===== config.mk =====
export PLATFORM = sky130hd
export DESIGN_NAME = srbc_ctrl
export DESIGN_NICKNAME = d
export VERILOG_FILES = /design/src/core/srbc_ctrl.v
export VERILOG_INCLUDE_DIRS = /design/src /design/src/core
export SDC_FILE = /design/constraint.sdc
export NUM_CORES = 1
export LEC_CHECK = 0
export ABC_AREA = 1
export BUFFER_PORTS_ARGS = -buffer_cell sky130_fd_sc_hd__buf_2
export CAP_MARGIN = 15
export CORE_UTILIZATION = 40
export CTS_BUF_LIST = sky130_fd_sc_hd__clkbuf_8 sky130_fd_sc_hd__clkbuf_16
export CTS_CLUSTER_DIAMETER = 50
export DETAILED_ROUTE_END_ITERATION = 7
export GPL_TIMING_DRIVEN = 0
export MAX_ROUTING_LAYER = met4
export PLACE_DENSITY_LB_ADDON = 0.15
export SYNTH_ARGS = -nofsm -noshare
export SYNTH_HDL_FRONTEND = slang
export SYNTH_SLANG_ARGS = --single-unit

===== constraint.sdc =====
create_clock -name clk_in -period 1.4 [get_ports clk_in]
set_input_delay 0.14 -clock clk_in [delete_from_list [all_inputs] [get_ports clk_in]]
set_output_delay 0.14 -clock clk_in [all_outputs]
set_load 0.02 [all_outputs]

===== src/core/srbc_map.vh =====
`ifndef SRBC_MAP_VH
`define SRBC_MAP_VH
// configuration index of the pin edge register
`define SRBC_IDX_PIN_CFG 8'h50
`define SRBC_PIN_CFG_RESET 8'h00
// field positions inside the pin edge register
`define SRBC_SUS_RISE_BIT 0
`define SRBC_RES_RISE_BIT 1
`define SRBC_RES_LOW_BIT 2
`define SRBC_BL_FORCE_BIT 3
// power modes
`define SRBC_MODE_HYPER 3'h0
`define SRBC_MODE_HIGH 3'h1
`define SRBC_MODE_LOW 3'h2
`define SRBC_MODE_STANDBY 3'h3
`define SRBC_MODE_SUSPEND 3'h4
`endif


===== src/core/srbc_ctrl.v =====
`timescale 1ns/100ps
`default_nettype none
`include "srbc_map.vh"

// two-flop synchroniser for slow board level pins
// resets to the idle level so that leaving reset never looks like an edge
// only the second stage is read by anyone else
module srbc_sync #(
	parameter WIDTH = 1,
	parameter [WIDTH-1:0] IDLE_LEVEL = {WIDTH{1'b1}}
) (
	// clock and reset
	input wire clk_in,
	input wire rstn_in,
	// raw pin levels
	input wire [WIDTH-1:0] async_in,
	// pin levels in the clock domain
	output reg [WIDTH-1:0] sync_out
);
	reg [WIDTH-1:0] meta_q;

	// first stage may go metastable, the second gives it a cycle to settle
	always @(posedge clk_in or negedge rstn_in) begin
		if (!rstn_in) begin
			meta_q <= IDLE_LEVEL;
			sync_out <= IDLE_LEVEL;
		end else begin
			meta_q <= async_in;
			sync_out <= meta_q;
		end
	end
endmodule

// suspend/resume pin, battery-low pins and the dead-battery latch
// a pin edge reaches the mode register three edges after it lands:
// two synchroniser stages, then the edge compare, then the register
// pins are assumed to be debounced on the board; a bouncing switch
// gives one mode change per clean edge of the configured polarity that survives synchronisation
// the battery lines are independent; only the dead line has a latch
module srbc_ctrl (
	// clock and reset
	input wire clk_in,
	input wire rstn_in,
	// board power pins
	input wire suspend_resume_in,
	input wire [2:0] battery_low_in,
	input wire all_clear_in,
	output reg latched_battery_dead_out,
	// indexed configuration space port
	input wire [7:0] cfg_index_in,
	input wire [7:0] cfg_wdata_in,
	input wire cfg_wr_in,
	input wire cfg_rd_in,
	output reg [7:0] cfg_rdata_out,
	// mode requests and state
	input wire [2:0] mode_req_in,
	input wire mode_req_valid_in,
	output reg [2:0] power_mode_out,
	output reg [2:0] battery_event_out
);
	// power modes as state codes
	localparam [2:0] ST_HYPER = `SRBC_MODE_HYPER;
	localparam [2:0] ST_HIGH = `SRBC_MODE_HIGH;
	localparam [2:0] ST_LOW = `SRBC_MODE_LOW;
	localparam [2:0] ST_STANDBY = `SRBC_MODE_STANDBY;
	localparam [2:0] ST_SUSPEND = `SRBC_MODE_SUSPEND;

	// synchronised pins and their values one cycle earlier
	wire sus_sync;
	wire [2:0] bl_sync;
	reg sus_prev_q;
	reg [2:0] bl_prev_q;
	// edge register and next mode
	reg [7:0] pin_cfg_q;
	reg [2:0] mode_d;
	// decoded events
	wire sus_rise;
	wire sus_fall;
	wire sus_edge;
	wire res_edge;
	wire [2:0] bl_fall;
	wire force_dead;
	wire cfg_hit;

	// the suspend/resume pin sits idle high
	srbc_sync #(
		.WIDTH(1),
		.IDLE_LEVEL(1'b1)
	) sus_sync_u (
		.clk_in(clk_in),
		.rstn_in(rstn_in),
		.async_in(suspend_resume_in),
		.sync_out(sus_sync)
	);

	// battery lines share one synchroniser so their stages stay aligned
	srbc_sync #(
		.WIDTH(3),
		.IDLE_LEVEL(3'h7)
	) bl_sync_u (
		.clk_in(clk_in),
		.rstn_in(rstn_in),
		.async_in(battery_low_in),
		.sync_out(bl_sync)
	);

	// edge history; reset high matches the idle pins, so no false edge
	always @(posedge clk_in or negedge rstn_in) begin
		if (!rstn_in) begin
			sus_prev_q <= 1'b1;
			bl_prev_q <= 3'h7;
		end else begin
			sus_prev_q <= sus_sync;
			bl_prev_q <= bl_sync;
		end
	end

	// one-cycle edge pulses from the settled copies
	assign sus_rise = sus_sync & ~sus_prev_q;
	assign sus_fall = ~sus_sync & sus_prev_q;
	// suspend and resume have separate polarity bits on the same pin
	assign sus_edge = pin_cfg_q[`SRBC_SUS_RISE_BIT] ? sus_rise : sus_fall;
	assign res_edge = pin_cfg_q[`SRBC_RES_RISE_BIT] ? sus_rise : sus_fall;
	// battery lines only act on the low-going edge
	assign bl_fall = bl_prev_q & ~bl_sync;
	// the dead-battery edge forces suspend only when software allows it
	assign force_dead = pin_cfg_q[`SRBC_BL_FORCE_BIT] & bl_fall[2];
	// only one index of the shared configuration space lives here
	assign cfg_hit = (cfg_index_in == `SRBC_IDX_PIN_CFG);

	// edge register write; writes to other indices are ignored here
	always @(posedge clk_in or negedge rstn_in) begin
		if (!rstn_in) begin
			pin_cfg_q <= `SRBC_PIN_CFG_RESET;
		end else if (cfg_wr_in && cfg_hit) begin
			pin_cfg_q <= cfg_wdata_in;
		end
	end

	// registered read-back; a write in the same cycle shows at the next read
	// the value stands until the next read so a slow master can fetch it
	always @(posedge clk_in or negedge rstn_in) begin
		if (!rstn_in) begin
			cfg_rdata_out <= 8'h00;
		end else if (cfg_rd_in) begin
			if (cfg_hit) begin
				cfg_rdata_out <= pin_cfg_q;
			end else begin
				cfg_rdata_out <= 8'h00; // unclaimed indices read as zero
			end
		end
	end

	// next mode: battery force beats the pin, the pin beats software
	// software requests are ignored in suspend; only the pin wakes the chip
	always @* begin
		mode_d = power_mode_out;
		case (power_mode_out)
			ST_HYPER, ST_HIGH, ST_LOW, ST_STANDBY: begin
				if (force_dead) begin
					mode_d = ST_SUSPEND;
				end else if (sus_edge) begin
					mode_d = ST_SUSPEND;
				end else if (mode_req_valid_in && mode_req_in <= ST_SUSPEND) begin
					mode_d = mode_req_in;
				end
			end
			ST_SUSPEND: begin
				// no resume while the dead-battery latch is still low
				if (res_edge && latched_battery_dead_out) begin
					if (pin_cfg_q[`SRBC_RES_LOW_BIT]) begin
						mode_d = ST_LOW;
					end else begin
						mode_d = ST_HIGH;
					end
				end
			end
			default: begin
				mode_d = ST_HIGH; // unused codes fall back to a run mode
			end
		endcase
	end

	// mode register
	always @(posedge clk_in or negedge rstn_in) begin
		if (!rstn_in) begin
			power_mode_out <= ST_HIGH;
		end else begin
			power_mode_out <= mode_d;
		end
	end

	// one pulse per falling battery line, for software to count
	always @(posedge clk_in or negedge rstn_in) begin
		if (!rstn_in) begin
			battery_event_out <= 3'h0;
		end else begin
			battery_event_out <= bl_fall;
		end
	end

	// dead-battery latch; a new dead edge wins over a same-cycle all clear
	// all_clear_in is taken as a settled level from the board logic,
	// so a glitch on it could release the latch early
	always @(posedge clk_in or negedge rstn_in) begin
		if (!rstn_in) begin
			latched_battery_dead_out <= 1'b1;
		end else if (bl_fall[2]) begin
			latched_battery_dead_out <= 1'b0;
		end else if (all_clear_in) begin
			latched_battery_dead_out <= 1'b1;
		end
	end
endmodule
`default_nettype wire


==> impl_metrics.json, run 1 <==
{
  "synth_area_leaders": "dfrtp_1 (39%), dfstp_2 (28%), nand2_1 (7.9%)",
  "cts_root_buf": "clkbuf_8",
  "viasPerCell": 4.58,
  "maxSlewViolCount": 0,
  "fmax_mhz": 771,
  "fin_skew_ns": 0.00960,
  "yosysTopAreaCellShare_pct": 39.3,
  "fin_crit_sh_pct": 92.7,
  "syn_inst": 132,
  "synth_nets": 161,
  "cts_tree": "built",
  "dr.pass1.iters": 4,
  "critPathCaptureType": "register",
  "dieArea_sq_um": 3580,
  "setup_ws_ns": 0.103,
  "drv_cap": 0,
  "synth_cell_types": 18,
  "yosys_warnings": 0,
  "cp_max_fo": 4,
  "hpwl_mm": 1.69,
  "io_buffers": 42,
  "overflow": 0,
  "drt_iter0_drc": 54,
  "die_y_um": 59.8,
  "power.leakage_nw": 0.912,
  "cp.required_ns": 1.58,
  "ys_ff_latch": 35,
  "ff_latch_area_sq_um": 893,
  "wl_mm": 2.46,
  "tns_ns": 0,
  "status": "finished, final reports clean",
  "core_area_sq_um": 3100,
  "via_count": 1059,
  "nets": 215,
  "layout-drive-gt1-share_pct": 36.9,
  "clk_latency_ns": 0.29,
  "p_per_area_nw_per_um2": 1360,
  "start_kind": "register",
  "die_w_um": 59.8,
  "slew_headroom_pct": 51.0,
  "syn2layout_area_growth_pct": 32.6,
  "start_util_pct": 43.1,
  "io-pin-count": 44,
  "synth_area_per_cell_sq_um": 10.1,
  "track_usage_pct": 17.3,
  "grt_max_degree": 36,
  "hold_class": "in -> reg",
  "clkSinkCount": 35,
  "grt_antenna_before_repair": 0,
  "critical_path_class": "reg -> reg",
  "yosysTopAreaCell": "dfrtp_1",
  "final_core_util_pct": 57.1,
  "diodes": 0,
  "syn_area_sq_um": 1340,
  "place_ws_ns": 0.0996,
  "avgRoutedWirePerCell_um": 10.6,
  "drcViolationCount": 0,
  "numCtsBuffers": 5,
  "cp.arrival_ns": 1.47,
  "row_count": 20,
  "irDropWorstVdd_mv": 0.605,
  "hold_viol_final": 0,
  "cts_setup_buffers": 0,
  "clockBufferDepth": 2,
  "place_congestion": 0.800,
  "tightestPinTransition_ns": 0.735,
  "fin_crit_ns": 1.30,
  "clk_pin_slew_ns": 0.08,
  "ant_nets": 0,
  "grt_pass1_wl_mm": 4.28,
  "fillers": 289,
  "rsz0062_at_grt": "false",
  "finalSetupViolCount": 0,
  "ys_seq_area_share_pct": 66.9,
  "grt_pass1_vias": 1026,
  "multi_input_area_sq_um": 363,
  "cts-htree-levels": 2
}
==> per-layer routing <==
| layer | track usage, % | wire [um] | up-vias |
|---|---|---|---|
| met1 | 19.3 | 1080 | 478 |
| met3 | 6.28 | 167 | 7 |
| met2 | 27.1 | 1160 | 41 |
| li1 | - | - | 533 |
| met4 | 8.64 | 47 | 0 |
| met5 | - | 0 | - |
==> registers in the layout, indices dropped and copies added (netlist names) <==
register                  count
cfg_rdata_out                 8
bl_sync_u.meta_q              3
sus_prev_q                    1
battery_event_out             3
pin_cfg_q                     8
latched_battery_dead_out      1
bl_sync_u.sync_out            3
bl_prev_q                     3
sus_sync_u.sync_out           1
sus_sync_u.meta_q             1
power_mode_out                3
==> cell families (layout without fill, tap and decap cells) <==
group | count (synthesis) | count (layout) | share of synthesized area [%]
AND/OR/NAND/NOR | 60 | 60 | 20.2
flip-flops | 35 | 35 | 66.9
buffers and inverters | 21 | 76 | 6.55
AO/OA/AOI/OAI | 16 | 16 | 6.37
==> critical path: stages (launching register included) <==
cell     delay, ns
dfstp_2       0.56
inv_1         0.05
o21ai_0       0.16
nand3_1       0.10
nand2_1       0.12
nand2_2       0.09
nand2_1       0.06
o21ai_1       0.05
==> path summary, 6_finish.rpt <==
kind / from / to / slack, ns / cells past startpoint
worst min-delay path: all_clear_in / latched_battery_dead_out / 0.07 / 3
worst max register to register: sus_sync_u.sync_out / power_mode_out[1] / 0.10 / 7
worst min register to register: bl_sync_u.meta_q[0] / bl_sync_u.sync_out[0] / 0.36 / 0
max in group asynchronous: rstn_in / pin_cfg_q[5] / 0.48 / 2
min in group asynchronous: rstn_in / battery_event_out[0] / 0.44 / 2
worst max-delay path: sus_sync_u.sync_out / power_mode_out[1] / 0.10 / 7
==> cells in the final DEF (no fill, tap or decap), drive strengths merged <==
cell type / netlist / routed
bufinv: 0 / 1
nand4: 3 / 3
a21oi: 1 / 1
o21a: 1 / 1
clkinv: 0 / 2
dlygate4sd3: 0 / 5
dfstp: 14 / 14
dfrtp: 21 / 21
nand2: 28 / 28
nor3: 1 / 1
o21ai: 13 / 13
buf: 2 / 44
o21bai: 1 / 1
nand3b: 1 / 1
nand3: 20 / 20
nor2: 7 / 7
inv: 18 / 18
clkbuf: 1 / 6
==> where the power goes <==
group          internal, mW  total, mW  leakage, nW  switching (mW)
clock                 0.530      0.895       0.0581           0.365
combinational         0.132      0.348        0.420           0.215
sequential             1.12       1.16        0.434          0.0478
==> final cells by class <==
class                      count  area share, %
buffer                         3           1.13
clock buffer                   5           3.88
clock inverter                 3           2.47
inverter                      18           3.81
multi-input combinational     76           20.5
sequential                    35           50.4
tap                           44           3.11
timing repair buffer          47           14.7
==> metrics by stage <==
step                cells  instance area (sq um)  power (mW)  hold slack (ns)
finish                231                   1770        2.41           0.0741
floorplan             132                   1340        1.38           -0.156
global placement      218                   1600        1.51            0.240
detailed placement    218                   1600        1.52            0.243
CTS                   231                   1760        2.43           0.0693
global route          231                   1770        2.54           0.0829
==> timing repair <==
item                       CTS  global route
resized for setup            0             2
hold endpoints to repair    25             0
setup endpoints to repair    0             3
hold buffers                 5             0
==> Yosys cell counts, drive strengths merged <==
| master | number |
|---|---|
| nand3b | 1 |
| dfstp | 14 |
| buf | 2 |
| o21a | 1 |
| nand3 | 20 |
| nand4 | 3 |
| o21bai | 1 |
| clkbuf | 1 |
| dfrtp | 21 |
| nand2 | 28 |
| inv | 18 |
| a21oi | 1 |
| o21ai | 13 |
| nor2 | 7 |
| nor3 | 1 |
No activity file was read; power rests on OpenSTA's default activity.
==> run 2: changes to the inputs <==
Settings changed: ABC_AREA 1 to not set.
==> impl_metrics.json, run 2 <==
{
  "cts-htree-levels": 2,
  "critPathCaptureType": "register",
  "core_area_sq_um": 3130,
  "hpwl_mm": 1.65,
  "crit_path_start": "sus_prev_q",
  "synth_edf_count": 0,
  "fillers": 273,
  "cp_max_fo": 3,
  "grt_antenna_before_repair": 0,
  "row_count": 20,
  "synth_cell_types": 26,
  "setup_ws_ns": -0.245,
  "maxSlewViolCount": 0,
  "crit_path_max_incr_delay_ns": 0.55,
  "critical_path_class": "reg -> reg",
  "wl_mm": 2.51,
  "fin_skew_ns": 0.00314,
  "yosysTopAreaCell": "dfrtp_1",
  "irDropWorstVdd_mv": 0.658,
  "grt_pass1_vias": 963,
  "synth-compound-area-share_pct": 8.43,
  "ys_seq_area_share_pct": 66.2,
  "gr-usage-met2_pct": 26.8,
  "place_congestion": 0.763,
  "slew_headroom_pct": 51.5,
  "holdWs_ns": 0.0769,
  "synth_xor_area_share_pct": 0,
  "tightestPinTransition_ns": 0.727,
  "clk_pin_slew_ns": 0.07,
  "io_buffers": 43,
  "clockBufferDepth": 2,
  "via_count": 933,
  "use_met1_pct": 17.6,
  "synth_most_common_cell": "dfrtp_1",
  "fin_crit_sh_pct": 118,
  "syn2layout_area_growth_pct": 35.9,
  "rsz0062_at_grt": "true",
  "hold_viol_final": 0,
  "syn_area_sq_um": 1350,
  "violations": "setup timing",
  "place_ws_ns": -0.196,
  "yosys-top-cells-count": "dfrtp_1 (21), dfstp_2 (14), nand2_1 (9), o21ai_0 (9)",
  "yosys.area_share.simple_pct": 12.2,
  "nets": 187,
  "status": "finished, violations left",
  "synth_nets": 128,
  "cts_tree": "built",
  "cp.required_ns": 1.57,
  "grt_pass1_wl_mm": 4.04,
  "ant_nets": 0,
  "dr.pass1.iters": 4,
  "cp.arrival_ns": 1.81,
  "yosysTopAreaCellShare_pct": 38.9,
  "layout_commonest_cell": "buf_2",
  "io-pin-count": 44,
  "r2r-start": "sus_prev_q",
  "ys_ff_latch": 35,
  "diodes": 0,
  "cpMaxStageDelayCell": "dfstp_2",
  "start_kind": "register",
  "p_per_area_nw_per_um2": 1290,
  "synth_mux_area_share_pct": 10.6,
  "dieArea_sq_um": 3610,
  "drv_cap": 0,
  "hold_class": "in -> reg",
  "cts_root_buf": "clkbuf_8",
  "most-common-layout-cells": "buf_2 (44), dfrtp_1 (21), dfstp_2 (14)",
  "clkSinkCount": 35,
  "synth_area_leaders": "dfrtp_1 (39%), dfstp_2 (27%), mux2_4 (8.9%)",
  "busiest_layer": "met2",
  "grtUsageMet3_pct": 3.90,
  "die_w_um": 60.1,
  "hold_start": "all_clear_in",
  "synth-main-ff-cell": "dfrtp_1",
  "track_usage_pct": 16.3,
  "top_regs": "cfg_rdata_out (8), pin_cfg_q (8)",
  "fmax_mhz": 608,
  "multi_input_area_sq_um": 448,
  "synth_top_family_by_area": "simple AND/OR/NAND/NOR gates",
  "start_util_pct": 43.2,
  "viasPerCell": 4.60,
  "die_y_um": 60.1,
  "async_flop_share_pct": 100,
  "finalSetupViolCount": 3,
  "layout-drive-gt1-share_pct": 53.5,
  "ff_latch_area_sq_um": 893,
  "path_cells": "nor4bb_4, a31oi_2, a32oi_1, mux2_1",
  "clk_latency_ns": 0.28,
  "fin_crit_ns": 1.65,
  "overflow": 0,
  "yosys_warnings": 0,
  "syn_inst": 99,
  "grt_max_degree": 36,
  "avgRoutedWirePerCell_um": 12.3,
  "synth_area_per_cell_sq_um": 13.6,
  "synthAdderAreaFrac_pct": 0,
  "power.leakage_nw": 0.894,
  "tns_ns": -0.407,
  "numCtsBuffers": 5,
  "drt_iter0_drc": 29,
  "drcViolationCount": 0
}
run 2: cell types whose count changed after synthesis, moves of 3 or more:
| cell | change |
|---|---|
| inv_1 | -10 |
| mux2_4 | +8 |
| nand2_1 | -19 |
| nand3_1 | -18 |
| nand4_1 | -3 |
| nor2b_1 | +4 |
run 2: metal layers:
layer / part of all wire (%) / up-vias
met5: 0 / -
met4: 2.6 / 0
met3: 5.9 / 7
met2: 51 / 37
met1: 41 / 430
li1: - / 459
run 2: through the flow:
stage	instances	power [mW]	area, sq um	util (%)
after floorplan	99	1.38	1350	-
after global placement	186	1.52	1620	51.8
after detailed placement	186	1.53	1620	51.8
after CTS	201	2.38	1800	57.4
after global routing	203	2.48	1830	58.6
final	203	2.36	1830	58.6
run 2: area by class of cell:
cell class | instances | share of cell area [%]
clock buffers | 6 | 5.12
multi-input cells | 55 | 24.4
plain buffers | 1 | 0.273
flip-flops and latches | 35 | 48.7
repair buffers | 52 | 16.1
clock inverters | 2 | 0.750
inverters | 8 | 1.64
well taps | 44 | 3.00
run 2: repair_timing:
item,in CTS,in global routing
hold buffers,5,0
endpoints found under the setup margin,1,3
setup buffers,2,2
pin swaps,2,2
hold endpoints to repair,25,0
gates resized for setup,1,4
run 2: power breakdown:
part	total, mW	internal, mW	switching (mW)
Clock	0.816	0.458	0.358
Sequential	1.18	1.11	0.0698
Combinational	0.364	0.174	0.190
Total	2.36	1.74	0.618
run 2: worst paths after layout:
| check | to | slack (ns) | cells past startpoint |
|---|---|---|---|
| min in group asynchronous | battery_event_out[1] | 0.44 | 2 |
| max reg2reg | power_mode_out[1] | -0.25 | 4 |
| max in group asynchronous | pin_cfg_q[4] | 0.49 | 2 |
| min | latched_battery_dead_out | 0.08 | 3 |
| max | power_mode_out[1] | -0.25 | 4 |
| min reg2reg | bl_sync_u.sync_out[1] | 0.35 | 0 |
run 2: cells by family after synthesis:
| kind of cell | after synthesis |
|---|---|
| flip-flops | 35 |
| AO/OA/AOI/OAI | 19 |
| AND/OR/NAND/NOR | 26 |
| multiplexers | 10 |
| buffers and inverters | 9 |
run 2: critical path: cells and delay by family, from the launching register on:
family | cells | cell delay [ns]
AO/OA/AOI/OAI | 2 | 0.33
multiplexers | 1 | 0.35
flip-flops | 1 | 0.55
AND/OR/NAND/NOR | 1 | 0.30
==> run 3: changes to the inputs <==
==> constraint.sdc (replaced) <==
create_clock -name clk_in -period 1.4 [get_ports clk_in]
set_input_delay 0.14 -clock clk_in [delete_from_list [all_inputs] [get_ports clk_in]]
set_output_delay 0.14 -clock clk_in [all_outputs]
set_load 0.005 [all_outputs]
==> impl_metrics.json, run 3 (synthesis gave the netlist of run 2 again) <==
{
  "crit_path_max_incr_delay_ns": 0.54,
  "dpl_cell_area_sq_um": 1620,
  "viasPerCell": 4.62,
  "place_congestion": 0.765,
  "critical_path_class": "reg -> reg",
  "use_met1_pct": 17.2,
  "gr-usage-met2_pct": 24.9,
  "cts-htree-levels": 2,
  "dieArea_sq_um": 3610,
  "overflow": 0,
  "finalNonFillerCells": 201,
  "io_buffers": 43,
  "violations": "setup timing",
  "path_cells": "nor4bb_4, a31oi_1, a32oi_1, mux2_1",
  "p_per_area_nw_per_um2": 1220,
  "cp.required_ns": 1.56,
  "dr.pass1.iters": 4,
  "fin_skew_ns": 0.00526,
  "numCtsBuffers": 5,
  "drt_iter0_drc": 24,
  "top_regs": "cfg_rdata_out (8), pin_cfg_q (8)",
  "fin_area_sq_um": 1790,
  "layout-drive-gt1-share_pct": 51.0,
  "core_area_sq_um": 3130,
  "status": "finished, violations left",
  "cts_root_buf": "clkbuf_8",
  "fillers": 277,
  "most-common-layout-cells": "buf_2 (44), dfrtp_1 (21), dfstp_2 (14)",
  "grt_antenna_before_repair": 0,
  "cts_tree": "built",
  "clkSinkCount": 35,
  "crit_path_start": "sus_prev_q",
  "grtUsageMet3_pct": 8.87,
  "wl_mm": 2.49,
  "via_count": 928,
  "maxSlewViolCount": 0,
  "setup_ws_ns": -0.201,
  "hold_viol_final": 0,
  "drcViolationCount": 0,
  "avgRoutedWirePerCell_um": 12.4,
  "clockBufferDepth": 2,
  "power.leakage_nw": 0.879,
  "fmax_mhz": 624,
  "r2r_slack_ns": -0.20,
  "cp.buffers_inverters": 0,
  "busiest_layer": "met2",
  "clk_latency_ns": 0.28,
  "die_w_um": 60.1,
  "r2r_end": "power_mode_out[1]",
  "start_util_pct": 43.2,
  "slew_headroom_pct": 49.2,
  "cp_max_fo": 3,
  "hold_class": "in -> reg",
  "finalSetupViolCount": 3,
  "row_count": 20,
  "endpoint": "power_mode_out[1]",
  "critPathCaptureType": "register",
  "dp_cells": 186,
  "r2r-start": "sus_prev_q",
  "irDropWorstVdd_mv": 0.782,
  "diodes": 0,
  "hpwl_mm": 1.71,
  "layout_commonest_cell": "buf_2",
  "path_depth": 4,
  "grt_max_degree": 36,
  "start_kind": "register",
  "clk_pin_slew_ns": 0.07,
  "syn2layout_area_growth_pct": 32.9,
  "io-pin-count": 44,
  "nets": 185,
  "grt_pass1_wl_mm": 3.80,
  "track_usage_pct": 16.0,
  "rsz0062_at_grt": "true",
  "cp.arrival_ns": 1.76,
  "cpMaxStageDelayCell": "dfstp_2",
  "grt_pass1_vias": 864,
  "place_ws_ns": -0.232,
  "die_y_um": 60.1,
  "fin_crit_sh_pct": 114,
  "ant_nets": 0,
  "drv_cap": 0,
  "final_core_util_pct": 57.4,
  "r2r_cells": 4,
  "tightestPinTransition_ns": 0.762,
  "critPathTopFamily": "flip-flops",
  "fin_crit_ns": 1.60
}
-- run 3: report_power, final --
part | total, mW | switching [mW] | internal [mW]
Combinational | 0.295 | 0.128 | 0.167
Clock | 0.713 | 0.325 | 0.389
Sequential | 1.18 | 0.0657 | 1.11
Total | 2.19 | 0.518 | 1.67
-- run 3: worst min path at each step --
stage	endpoint	depth (start not counted)	start	slack, ns
detailed placement	battery_event_out[1]	1	rstn_in	0.25
CTS	latched_battery_dead_out	3	all_clear_in	0.08
global route	pin_cfg_q[2]	2	cfg_wdata_in[2]	0.07
floorplan	battery_event_out[0]	0	rstn_in	-0.16
finish	latched_battery_dead_out	3	all_clear_in	0.08
global placement	battery_event_out[2]	1	rstn_in	0.25
-- run 3: routing by layer --
layer,vias up,wire length (um)
met2,30,1250
li1,452,-
met5,-,0
met3,2,142
met4,0,11
met1,444,1080
-- run 3: what timing repair did --
action	CTS	global route
pin swaps	2	2
hold buffers	5	0
gates resized for setup	1	2
endpoints found under the setup margin	1	3
endpoints found under the hold margin	25	0
buffers inserted	1	1
-- run 3: stage by stage --
step	setup TNS, ns	hold slack (ns)	total power [mW]
floorplan	-0.0992	-0.156	1.33
global placement	-0.172	0.245	1.46
detailed placement	-0.232	0.246	1.47
CTS	-0.229	0.0796	2.22
global route	-0.653	0.0706	2.32
finish	-0.311	0.0816	2.19
-- run 3: final cells by class --
class | instances | area (sq um) | share of cell area, %
Multi-Input combinational cell | 55 | 439 | 24.5
Sequential cell | 35 | 893 | 49.8
Timing Repair Buffer | 50 | 280 | 15.6
Buffer | 1 | 5.00 | 0.279
Tap cell | 44 | 55.1 | 3.07
Inverter | 8 | 30.0 | 1.67
Clock inverter | 2 | 8.76 | 0.488
Clock buffer | 6 | 82.6 | 4.60
-- run 3: worst reg2reg max path, cell delays in order (launching register included) --
cell      delay, ns
dfstp_2        0.54
nor4bb_4       0.27
a31oi_1        0.08
a32oi_1        0.24
mux2_1         0.35
